===== src/verilog/wowdt_map.svh =====
// register layout, reset values and field positions of the write-once watchdog
// What this block does
// - After reset the watchdog counts by itself in reset mode, with no software write needed.
// - The mode register takes only the first write after reset, and only a byte-wide one.
// - One byte write sets the action and interval, and after it the watchdog cannot be halted.
// - A five-bit interval field in the mode register sets how long the count runs to overflow.
// - A byte-wide write of ACH to the service register clears the counter and restarts it from zero.
// - On overflow the block raises its reset output or its NMI request, as the action bits pick.
// - In reset mode an overflow during oscillation settling moves the CPU clock to the oscillator.
// - Writing 1FH to the mode register stops the watchdog for good.
// - The mode register holds 67H after reset, reset mode with the longest oscillator interval.
// - The service register reads and writes as a byte and holds 9AH after reset.
// - Codes 0-7 pick 2^12..2^19 oscillator ticks, 8-15 pick 2^16..2^23 main ticks, 1FH stops.
`ifndef WOWDT_MAP_SVH
`define WOWDT_MAP_SVH
`define WOWDT_MODE_RST 8'h67
`define WOWDT_SVC_RST 8'h9A
`define WOWDT_KEY 8'hAC
`define WOWDT_STOP_CODE 5'h1F
`define WOWDT_ACT_HI_BIT 6
`define WOWDT_ACT_LO_BIT 5
`define WOWDT_SEL_MSB 4
`define WOWDT_SEL_LSB 0
`define WOWDT_SRC_BIT 3
`define WOWDT_STEP_MSB 2
`define WOWDT_FR_BASE 5'h0C
`define WOWDT_FXX_BASE 5'h10
`define WOWDT_CNT_W 24
`endif


===== src/verilog/wowdt_pkg.sv =====
// types shared by the write-once watchdog modules
package wowdt_pkg;
  typedef struct packed {
    logic [7:0] mode;
    logic [7:0] svc;
    logic locked;
    logic rst_out;
    logic nmi;
    logic clk_osc;
  } wowdt_state_t;
endpackage : wowdt_pkg


===== src/verilog/wowdt_counter.sv =====
// interval counter with power-of-two overflow limit
`timescale 1ns/10ps
`include "wowdt_map.svh"
module wowdt_counter #(
  parameter int CNT_W = `WOWDT_CNT_W
) (
  input wire logic clk, // main clock
  input wire logic rst, // async reset, high
  input wire logic tick, // one count step
  input wire logic clr, // restart from zero
  input wire logic run, // counting allowed
  input wire logic [4:0] lim_log2, // overflow after 2^n steps
  output logic [CNT_W-1:0] count, // current count
  output logic ovf // overflow pulse
);
  typedef struct packed {
    logic [CNT_W-1:0] cnt;
  } wowdt_cnt_state_t;

  wowdt_cnt_state_t st_r;
  wowdt_cnt_state_t st_nxt;
  logic [CNT_W-1:0] lim;

  // narrower cannot hold the longest limit, wider overruns the shift amount
  if (CNT_W < 24 || CNT_W > 31) begin : g_bad_cnt_w
    $error("wowdt_counter: CNT_W must be 24..31");
  end

  assign lim = ~({CNT_W{1'b1}} << lim_log2);
  assign ovf = run && tick && !clr && (st_r.cnt == lim);
  assign count = st_r.cnt;

  always_comb begin
    st_nxt = st_r;
    if (clr || !run) begin
      st_nxt.cnt = '0;
    end else if (tick) begin
      if (st_r.cnt == lim) begin
        st_nxt.cnt = '0;
      end else begin
        st_nxt.cnt = st_r.cnt + {{(CNT_W-1){1'b0}}, 1'b1};
      end
    end
  end

  always_ff @(posedge clk or posedge rst) begin
    if (rst) begin
      st_r <= '0;
    end else begin
      st_r <= st_nxt;
    end
  end
endmodule : wowdt_counter


===== src/verilog/wowdt_top.sv =====
// write-once watchdog timer with service key and overflow action select
`timescale 1ns/10ps
`include "wowdt_map.svh"
module wowdt_top #(
  parameter int CNT_W = `WOWDT_CNT_W
) (
  input wire logic clk, // main clock, 100 MHz
  input wire logic rst, // async reset, high
  input wire logic fr_tick, // internal oscillator period strobe
  input wire logic fxx_tick, // main clock period strobe
  input wire logic osc_stab, // oscillation settling in progress
  input wire logic mode_wr, // mode register write strobe
  input wire logic mode_byte, // mode write is byte wide
  input wire logic [7:0] mode_wdata, // mode write data
  output logic [7:0] mode_rdata, // mode register contents
  input wire logic svc_wr, // service register write strobe
  input wire logic svc_byte, // service write is byte wide
  input wire logic [7:0] svc_wdata, // service write data
  output logic [7:0] svc_rdata, // service register contents
  output logic guard_reset_out, // overflow reset pulse
  output logic guard_nmi_request, // overflow nmi pulse
  output logic cpu_clk_to_osc, // cpu clock moved to oscillator
  output logic mode_locked, // mode register already written
  output logic guard_running // watchdog counting
);
  wowdt_pkg::wowdt_state_t st_r;
  wowdt_pkg::wowdt_state_t st_nxt;
  logic [4:0] sel;
  logic stopped;
  logic src_main;
  logic tick;
  logic [4:0] lim_log2;
  logic key_wr;
  logic ovf;
  logic act_hi;
  logic [CNT_W-1:0] count;

  if (CNT_W < 24 || CNT_W > 31) begin : g_bad_cnt_w
    $error("wowdt_top: CNT_W must be 24..31");
  end

  assign sel = st_r.mode[`WOWDT_SEL_MSB:`WOWDT_SEL_LSB];
  assign act_hi = st_r.mode[`WOWDT_ACT_HI_BIT];
  // codes 10000..11110 are treated as stopped too
  assign stopped = sel[`WOWDT_SEL_MSB];
  assign src_main = sel[`WOWDT_SRC_BIT];
  assign tick = src_main ? fxx_tick : fr_tick;
  assign lim_log2 = (src_main ? `WOWDT_FXX_BASE : `WOWDT_FR_BASE)
                    + {2'b00, sel[`WOWDT_STEP_MSB:0]};
  assign key_wr = svc_wr && svc_byte && (svc_wdata == `WOWDT_KEY);

  // counting starts straight from reset on the default mode
  wowdt_counter #(
    .CNT_W(CNT_W)
  ) u_counter (
    .clk(clk),
    .rst(rst),
    .tick(tick),
    .clr(key_wr),
    .run(!stopped),
    .lim_log2(lim_log2),
    .count(count),
    .ovf(ovf)
  );

  always_comb begin
    st_nxt = st_r;
    st_nxt.rst_out = 1'b0;
    st_nxt.nmi = 1'b0;
    // only the first byte write is taken; a wide write is dropped
    if (mode_wr && mode_byte && !st_r.locked) begin
      st_nxt.mode = mode_wdata;
      st_nxt.locked = 1'b1;
    end
    if (svc_wr && svc_byte) begin
      st_nxt.svc = svc_wdata;
    end
    if (ovf) begin
      if (act_hi) begin
        if (osc_stab) begin
          st_nxt.clk_osc = 1'b1;
        end else begin
          st_nxt.rst_out = 1'b1;
        end
      end else begin
        st_nxt.nmi = 1'b1;
      end
    end
  end

  always_ff @(posedge clk or posedge rst) begin
    if (rst) begin
      st_r.mode <= `WOWDT_MODE_RST;
      st_r.svc <= `WOWDT_SVC_RST;
      st_r.locked <= 1'b0;
      st_r.rst_out <= 1'b0;
      st_r.nmi <= 1'b0;
      st_r.clk_osc <= 1'b0;
    end else begin
      st_r <= st_nxt;
    end
  end

  assign mode_rdata = st_r.mode;
  assign svc_rdata = st_r.svc;
  assign guard_reset_out = st_r.rst_out;
  assign guard_nmi_request = st_r.nmi;
  assign cpu_clk_to_osc = st_r.clk_osc;
  assign mode_locked = st_r.locked;
  assign guard_running = !stopped;
endmodule : wowdt_top


===== config.mk =====
export PLATFORM = sky130hd
export DESIGN_NAME = wowdt_top
export DESIGN_NICKNAME = d
export VERILOG_FILES = /design/src/verilog/wowdt_pkg.sv /design/src/verilog/wowdt_counter.sv /design/src/verilog/wowdt_top.sv
export VERILOG_INCLUDE_DIRS = /design/src /design/src/verilog
export SDC_FILE = /design/constraint.sdc
export NUM_CORES = 1
export LEC_CHECK = 0
export BUFFER_PORTS_ARGS = -buffer_cell sky130_fd_sc_hd__buf_2
export CAP_MARGIN = 10
export CORE_ASPECT_RATIO = 1.25
export CORE_MARGIN = 3
export CORE_UTILIZATION = 50
export DETAILED_ROUTE_END_ITERATION = 12
export PLACE_DENSITY = 0.72
export SYNTH_ARGS = -nofsm -noshare
export SYNTH_HDL_FRONTEND = slang
export SYNTH_SLANG_ARGS = --single-unit

===== constraint.sdc =====
create_clock -name clk -period 9.1 [get_ports clk]
set_input_delay 0.455 -clock clk [delete_from_list [all_inputs] [get_ports clk]]
set_output_delay 0.455 -clock clk [all_outputs]
set_load 0.02 [all_outputs]

Word level (Yosys, flattened, before mapping) --
Index checks and enable logic that the tools add are counted.
Storage, ports and cells: register bits after elaboration 44, bits of input ports 25, output and inout bits 21, word-level logic and storage cells 37
Cells by class: add/sub/neg operators 2, eq/ne operators 2, shift operators 1, muxes and demuxes 11, bitwise gates (word level) 1, reductions and logical operators 13
Operators by type and width (number):
- $mux W24 | 3
- $add A24 B1 Y24 const B | 1
- $eq A24 B24 Y1 | 1
- $not A24 Y24 | 1
- $shl A24 B5 Y24 const A | 1
- $eq A8 B8 Y1 const B | 1
- $logic_and A1 B1 Y1 | 7
- $mux W1 | 6
- $add A5 B3 Y5 | 1
- $mux W5 | 1
- $logic_not A1 Y1 | 3
- $mux W3 | 1
- $reduce_and A3 Y1 | 1
- $reduce_bool A2 Y1 | 1
- $logic_or A1 B1 Y1 | 1

Logic depth before layout (Yosys ltp) --
Gate-level depths: netlist (run 1).
depth in word-level cells 8, depth in mapped cells 11, mapped depth without buffers 9

Modules after synthesis --
From an unflattened synthesis (run 1), not the netlist that was laid out.
Unflattened totals: cells, all modules 315, area, all modules 3009.1 sq um
By module, submodules not included:
- wowdt_counter | instances 1, cells each 258, area an instance 2154.6 sq um, sequential area each 600.6 sq um
- wowdt_top | instances 1, cells each 57, area an instance 854.6 sq um, sequential area each 511.7 sq um

Worst setup path after synthesis (run 1) --
OpenSTA, ideal clock, no wires.
path kind reg2reg, start reg st_r, in the netlist mode_rdata[2], end reg u_counter.st_r, in the netlist u_counter.count[10], setup time 0.128 ns, arrival time 2.848 ns, data required time 8.972 ns, path slack 6.123 ns, stages on the path, launching flop included 12, buffers on the path 2, period minus slack after synthesis 2.977 ns, path through dfstp_2 inv_1 ha_1 buf_2 nor2b_4 or4_4 a32oi_1 nand4b_1 or4_1 buf_2 a31oi_1 o22ai_1
Between the ends: word-level cells in the longest chain between the ends 7
Ends and longest elaborated chain:
- start, declared | RTL line wowdt_top.sv:26 | wowdt_pkg::wowdt_state_t st_r;
- start signal, assigned | RTL line wowdt_top.sv:100 | st_r <= st_nxt;
- $add A5 B3 Y5 | RTL line wowdt_top.sv:48 | assign lim_log2 = (src_main ? `WOWDT_FXX_BASE : `WOWDT_FR_BASE)
- $shl A24 B5 Y24 | RTL line wowdt_counter.sv:29 | assign lim = ~({CNT_W{1'b1}} << lim_log2);
- $not A24 Y24 | RTL line wowdt_counter.sv:29
- $eq A24 B24 Y1 | RTL line wowdt_counter.sv:38 | if (st_r.cnt == lim) begin
- $mux W24 | RTL line wowdt_counter.sv:38
- $mux W24 | RTL line wowdt_counter.sv:37 | end else if (tick) begin
- $mux W24 | RTL line wowdt_counter.sv:35 | if (clr || !run) begin
- end signal, assigned | RTL line wowdt_counter.sv:50 | st_r <= st_nxt;
- end, declared | RTL line wowdt_counter.sv:20 | wowdt_cnt_state_t st_r;
Every way passes these cells. The select of a mux whose other input is x is not followed. A chain may end at the register's enable or synchronous reset.

Final worst setup path (run 1) --
start reg st_r, in the netlist mode_rdata[2], end reg u_counter.st_r, in the netlist u_counter.count[8]
The elaborated chain is that of the path after synthesis.

==> results.toml, run 1 <==
[run_status]
status = "completed"

[power]
p_per_area_mw_per_mm2 = 166
finalPower_mw = 0.511
ir_worst_vdd_uv = 162
static-leakage-power_nw = 1.37

[logic_synthesis]
synth_compound_area_share_pct = 13.1
synth_area_leaders = "dfrtp_1 (32%), dfstp_2 (8.6%), mux2_2 (6.6%)"
synthTopCellsByCount = "dfrtp_1 (35), nor2_1 (27), nand3_1 (23), nand2_1 (22), mux2_2 (16)"
synth_cells = 291
yosysMostFrequentCell = "dfrtp_1"
syn-mean-instance-area_um2 = 9.40
yosys_warnings = 0
yosysTopAreaCell = "dfrtp_1"
synth_cell_types = 56
synth_simple_gate_area_share_pct = 28.7
yosys.area_share.adder_pct = 1.83
synth_ff_type = "dfrtp_1"
synth.top_cell.area_share_pct = 32.0
ys_seq_area_share_pct = 40.6
synth_top_family_by_area = "simple AND/OR/NAND/NOR gates"
synth_area_mm2 = 0.00274
synth_seq_cells = 44
synth-edff-count = 0
muxShareOfSynthArea_pct = 8.41
syn_nets = 320
synth-xor-area-share_pct = 2.56
ys_async_sr_fraction_pct = 100

[finish]
fill_cells = 463
design_area_mm2 = 0.00307
drive_above_1_share_pct = 26.3
final_nets = 359
area_growth_pct = 12.2
diodes = 0

[worst_setup_path]
path_max_fanout = 13
critPathCaptureType = "flop"
critical_path.slowest_cell = "nor2_1"
regToRegEndpoint = "u_counter.count[8]$_DFFE_PP0P_"
reg2reg_depth = 10
path_cells = "inv_1 > ha_1 > nor4b_4 > mux2i_1 > nand4b_1 > nand4b_1 > nor4_2 > buf_4 > nor2_1 > a221o_1"
worstPathRequired_ns = 9.34
cp.arrival_ns = 3.61
rrSetupSlack_ns = 5.73
path_class = "reg2reg"
regToRegStartpoint = "mode_rdata[2]$_DFFE_PP1P_"
cpMostUsedCell = "nand4b_1"
critPathLaunchType = "flop"
max_stage_delay_ns = 0.78

[placement]
port_buffers = 45
post-dp-hpwl_um = 4570
gp_congestion = 0.804
dp_slack_ns = 5.77
placed_area_mm2 = 0.00299

[clock_tree]
cts-root-buf = "clkbuf_8"
hold_buffers = 0
post_cts_resized = 0
cts_post_setup_buffers_inserted = 0
cts_tree = "built"
cts_buffers = 5
clk_latency_ns = 0.30
cts_sinks = 44
h-tree-depth = 2
clk_pin_slew_ns = 0.08
cts.path.max_buffers = 2

[sta]
tightest_slew_ns = 1.02
hold_viol_final = 0
tns_ns = 0
fin_crit_sh_pct = 37.0
setup_ws_ns = 5.73
max_freq_mhz = 297
finClkSkew_ns = 0.00315
rsz0062_at_grt = "no"
min_period_ns = 3.37
relSlewSlack_pct = 32.0
slew_violations = 0
setup_violations = 0
hold_slack_ns = 0.291

[global_routing]
grt_pass1_vias = 2164
grt_usage_pct = 20.7
grt_max_degree = 45
grt_overflow = 0
antenna_found_initial = 0
grt_pass1_wl_um = 10400

[floorplanning]
start_util_pct = 52.7
ios = 46
die_y_um = 88.7
die_w_um = 72.2
dieArea_mm2 = 0.00640
rows = 29
core_area_mm2 = 0.00519

[drt]
drcViolationCount = 0
vias = 2328
routed_wl_um = 6370
firstDrtPassIters = 4
drt-initial-drc-count = 176
route.antenna.remaining_nets = 0
vias_per_cell = 5.92
detail_route.wl_per_cell_um = 16.2

[job]
drv_cap = 0

[worst_hold_path]
min_path_type = "in2async"
power by group:
part	switching, mW	leakage [nW]	internal [mW]	total, mW
clock	0.0678	0.0412	0.0537	0.121
combinational	0.0914	0.766	0.0606	0.152
sequential	0.0203	0.563	0.217	0.237
total	0.179	1.37	0.331	0.511
flip-flops by register name, indices dropped and copies added, names as in the netlist:
name / cells
guard_reset_out: 1
u_counter.count: 24
svc_rdata: 8
cpu_clk_to_osc: 1
mode_rdata: 8
guard_nmi_request: 1
mode_locked: 1
worst max-delay path: cells and delay by family (launching register included):
family	cells	cell delay [ns]
adder cells (fa/ha/maj)	1	0.46
AO/OA/AOI/OAI	1	0.27
buffers and inverters	2	0.26
AND/OR/NAND/NOR	5	1.49
multiplexers	1	0.28
flip-flops	1	0.56
worst max-delay path by stage:
stage,cells past startpoint,end,start
finish,10,u_counter.count[8]$_DFFE_PP0P_,mode_rdata[2]$_DFFE_PP1P_
CTS,10,u_counter.count[23]$_DFFE_PP0P_,mode_rdata[2]$_DFFE_PP1P_
floorplan,11,u_counter.count[10]$_DFFE_PP0P_,mode_rdata[2]$_DFFE_PP1P_
detailed placement,10,u_counter.count[1]$_DFFE_PP0P_,mode_rdata[2]$_DFFE_PP1P_
global placement,10,u_counter.count[8]$_DFFE_PP0P_,mode_rdata[2]$_DFFE_PP1P_
global route,10,u_counter.count[5]$_DFFE_PP0P_,mode_rdata[2]$_DFFE_PP1P_
metal layers:
metal	vias up	GRT usage [%]	share of wire [%]
li1	1143	-	-
met1	1127	27.4	44
met2	48	34.1	51
met3	10	3.41	3.1
met4	0	7.52	1.6
met5	-	0	0
metrics by stage:
step	util, %	instances
CTS	59.2	393
global placement	57.5	385
finish	59.2	393
detailed placement	57.5	385
floorplan	-	291
global route	59.2	393
cells by family (layout without fill, tap and decap cells):
| logic type | count (synthesis) | after routing |
|---|---|---|
| AOI/OAI and AO/OA | 46 | 46 |
| xor gates and xnor gates | 8 | 8 |
| adders and majority gates | 4 | 4 |
| buffers and inverters | 30 | 70 |
| DFF | 44 | 44 |
| muxes | 21 | 21 |
| and+or+nand+nor | 138 | 138 |
cells in the final DEF, fill, tap and decap left out, drive strengths merged, types with 6 or more instances in the layout:
master  count
inv        13
nand3b      8
a31oi       7
a221o      10
nand2      23
buf        48
mux2       16
nand3      23
and3        6
nor2       27
nand2b      7
nor3        7
clkbuf      6
dfrtp      35
dfstp       9
cell type report:
cell class | instances | area, um^2 | share of cell area [%]
clock buffers | 6 | 72.6 | 2.36
clock inverters | 2 | 12.5 | 0.407
inverters | 14 | 52.6 | 1.71
multi-input cells | 217 | 1500 | 48.7
flip-flops and latches | 44 | 1110 | 36.2
well taps | 62 | 77.6 | 2.53
repair buffers | 48 | 248 | 8.07
(Power assumes the default switching activity.)
==> inputs of run 2 (changes only) <==
--- a/config.mk
+++ b/config.mk
@@ -12,7 +12,7 @@
 export CORE_MARGIN = 3
 export CORE_UTILIZATION = 50
 export DETAILED_ROUTE_END_ITERATION = 12
-export PLACE_DENSITY = 0.72
+export PLACE_DENSITY = 0.75
 export SYNTH_ARGS = -nofsm -noshare
 export SYNTH_HDL_FRONTEND = slang
 export SYNTH_SLANG_ARGS = --single-unit
==> constraint.sdc (replaced) <==
create_clock -name clk -period 2.88 [get_ports clk]
set_input_delay 0.144 -clock clk [delete_from_list [all_inputs] [get_ports clk]]
set_output_delay 0.144 -clock clk [all_outputs]
set_load 0.02 [all_outputs]
==> run 2 against run 1 <==
  * Clock power rose to 4.2 times the previous value
  * Count of clock-buffer cells in the layout unchanged
  * Cell count up 2.5%
  * Core utilization up 3.3 points
==> results.toml, run 2 (synthesized netlist as in run 1, its figures left out) <==
[run_status]
status = "completed"

[worst_setup_path]
critPathCaptureType = "flop"
rrSetupSlack_ns = 0.03
path_class = "reg2reg"
cpMostUsedCell = "or4_4"
worstPathRequired_ns = 3.06
max_stage_delay_ns = 0.54
critPathLaunchType = "flop"
critical_path.slowest_cell = "dfstp_2"
cp_top_family = "simple AND/OR/NAND/NOR gates"
path_cells = "inv_1 > ha_4 > nor2b_4 > or4_4 > a32oi_1 > nand4b_1 > or4_4 > buf_6 > nand2_2 > o211ai_1"
cp.buffers_inverters = 2
path_max_fanout = 9
cp.arrival_ns = 3.02

[sta]
hold_viol_final = 0
tightest_slew_ns = 0.975
setup_ws_ns = 0.0340
slew_violations = 0
max_freq_mhz = 351
fin_crit_sh_pct = 98.8
setup_violations = 0
rsz0062_at_grt = "yes"
min_period_ns = 2.85
finClkSkew_ns = 0.00895
relSlewSlack_pct = 35.0

[finish]
area_growth_pct = 18.4
final_nets = 369
fill_cells = 440
stdcell_count = 403
diodes = 0
design_area_mm2 = 0.00324
ff_latch_area_mm2 = 0.00111
layout_common_cells = "buf_2 (45), dfrtp_1 (35), nor2_1 (26)"
multiInputGateArea_mm2 = 0.00155
drive_above_1_share_pct = 31.1
largest_register_ffs = 24
mostFrequentLayoutCell = "buf_2"

[floorplanning]
die_y_um = 88.7
start_util_pct = 52.7
dieArea_mm2 = 0.00640
core_area_mm2 = 0.00519
die_w_um = 72.2
ios = 46
rows = 29

[power]
switchingPower_mw = 0.602
static-leakage-power_nw = 1.45
finalPower_mw = 1.80
switching_share_pct = 33.4
ir_worst_vdd_uv = 408
p_int_mw = 1.20
combPwrFrac_pct = 30.3
p_per_area_mw_per_mm2 = 557
clockPowerShare_pct = 28.3
seqPwrFrac_pct = 41.4

[placement]
post-dp-hpwl_um = 4870
dp_slack_ns = -0.113
placed_area_mm2 = 0.00305
port_buffers = 45
gp_congestion = 0.875
dpl.cell_count = 394

[global_routing]
grt_pass1_wl_um = 11000
antenna_found_initial = 0
grt_max_degree = 45
grt_usage_pct = 21.8
grt_pass1_vias = 2331
grt_overflow = 0

[drt]
routed_wl_um = 6860
drt-initial-drc-count = 204
vias = 2428
route.antenna.remaining_nets = 0
vias_per_cell = 6.02
firstDrtPassIters = 4
detail_route.wl_per_cell_um = 17.0
drcViolationCount = 0

[clock_tree]
cts-root-buf = "clkbuf_8"
cts.path.max_buffers = 2
cts_post_setup_buffers_inserted = 0
cts_tree = "built"
cts_sinks = 44
clk_pin_slew_ns = 0.09
cts_buffers = 5
h-tree-depth = 2
clk_latency_ns = 0.31

[job]
drv_cap = 0

[worst_hold_path]
min_path_type = "in2async"
==> run 2: through the flow <==
step           util (%)  hold slack [ns]  TNS, ns
5_1_grt            62.4           0.0614    -1.15
6_report           62.4           0.0408        0
4_1_cts            61.8           0.0476        0
3_5_place_dp       58.8            0.326    -1.67
3_3_place_gp       58.8            0.324   -0.349
2_1_floorplan         -            0.214        0
==> run 2: cell type report <==
type                       count  share of cell area (%)
clock buffer                   6                    2.55
inverter                      14                    1.62
sequential                    44                    34.3
tap                           62                    2.39
clock inverter                 2                    1.20
timing repair buffer          58                    10.2
multi-input combinational    217                    47.7
==> run 2: repair_timing <==
| item | CTS | global route |
|---|---|---|
| hold endpoints to repair | 1 | 0 |
| hold buffers | 1 | 0 |
| resized for setup | 3 | 7 |
| cloned | 0 | 0 |
| endpoints found under the setup margin | 23 | 20 |
| pin swaps | 0 | 1 |
==> run 2: final timing paths <==
check,from,to,cells after the start
worst min-delay path,rst,u_counter.count[6]$_DFFE_PP0P_,2
max in group asynchronous,rst,u_counter.count[3]$_DFFE_PP0P_,2
worst max-delay path,mode_rdata[2]$_DFFE_PP1P_,u_counter.count[9]$_DFFE_PP0P_,10
min in group clk,mode_byte,mode_locked$_DFFE_PP0P_,2
worst min register to register,cpu_clk_to_osc$_DFFE_PP0P_,cpu_clk_to_osc$_DFFE_PP0P_,1
worst max register to register,mode_rdata[2]$_DFFE_PP1P_,u_counter.count[9]$_DFFE_PP0P_,10
==> run 2: power groups by stage <==
stage                     sequential [mW]  clock, mW  combinational [mW]
after CTS                           0.747      0.518               0.535
after global placement              0.755          0               0.508
after global routing                0.758      0.537               0.597
after detailed placement            0.758          0               0.517
after floorplan                     0.790          0               0.333
final                               0.747      0.510               0.547
==> run 2: per-layer routing <==
metal	part of all wire (%)	up-vias	GRT usage (%)
met2	53	67	38.4
met1	41	1189	27.6
met3	4.4	11	2.84
met4	1.5	0	6.50
met5	0	-	0
li1	-	1161	-
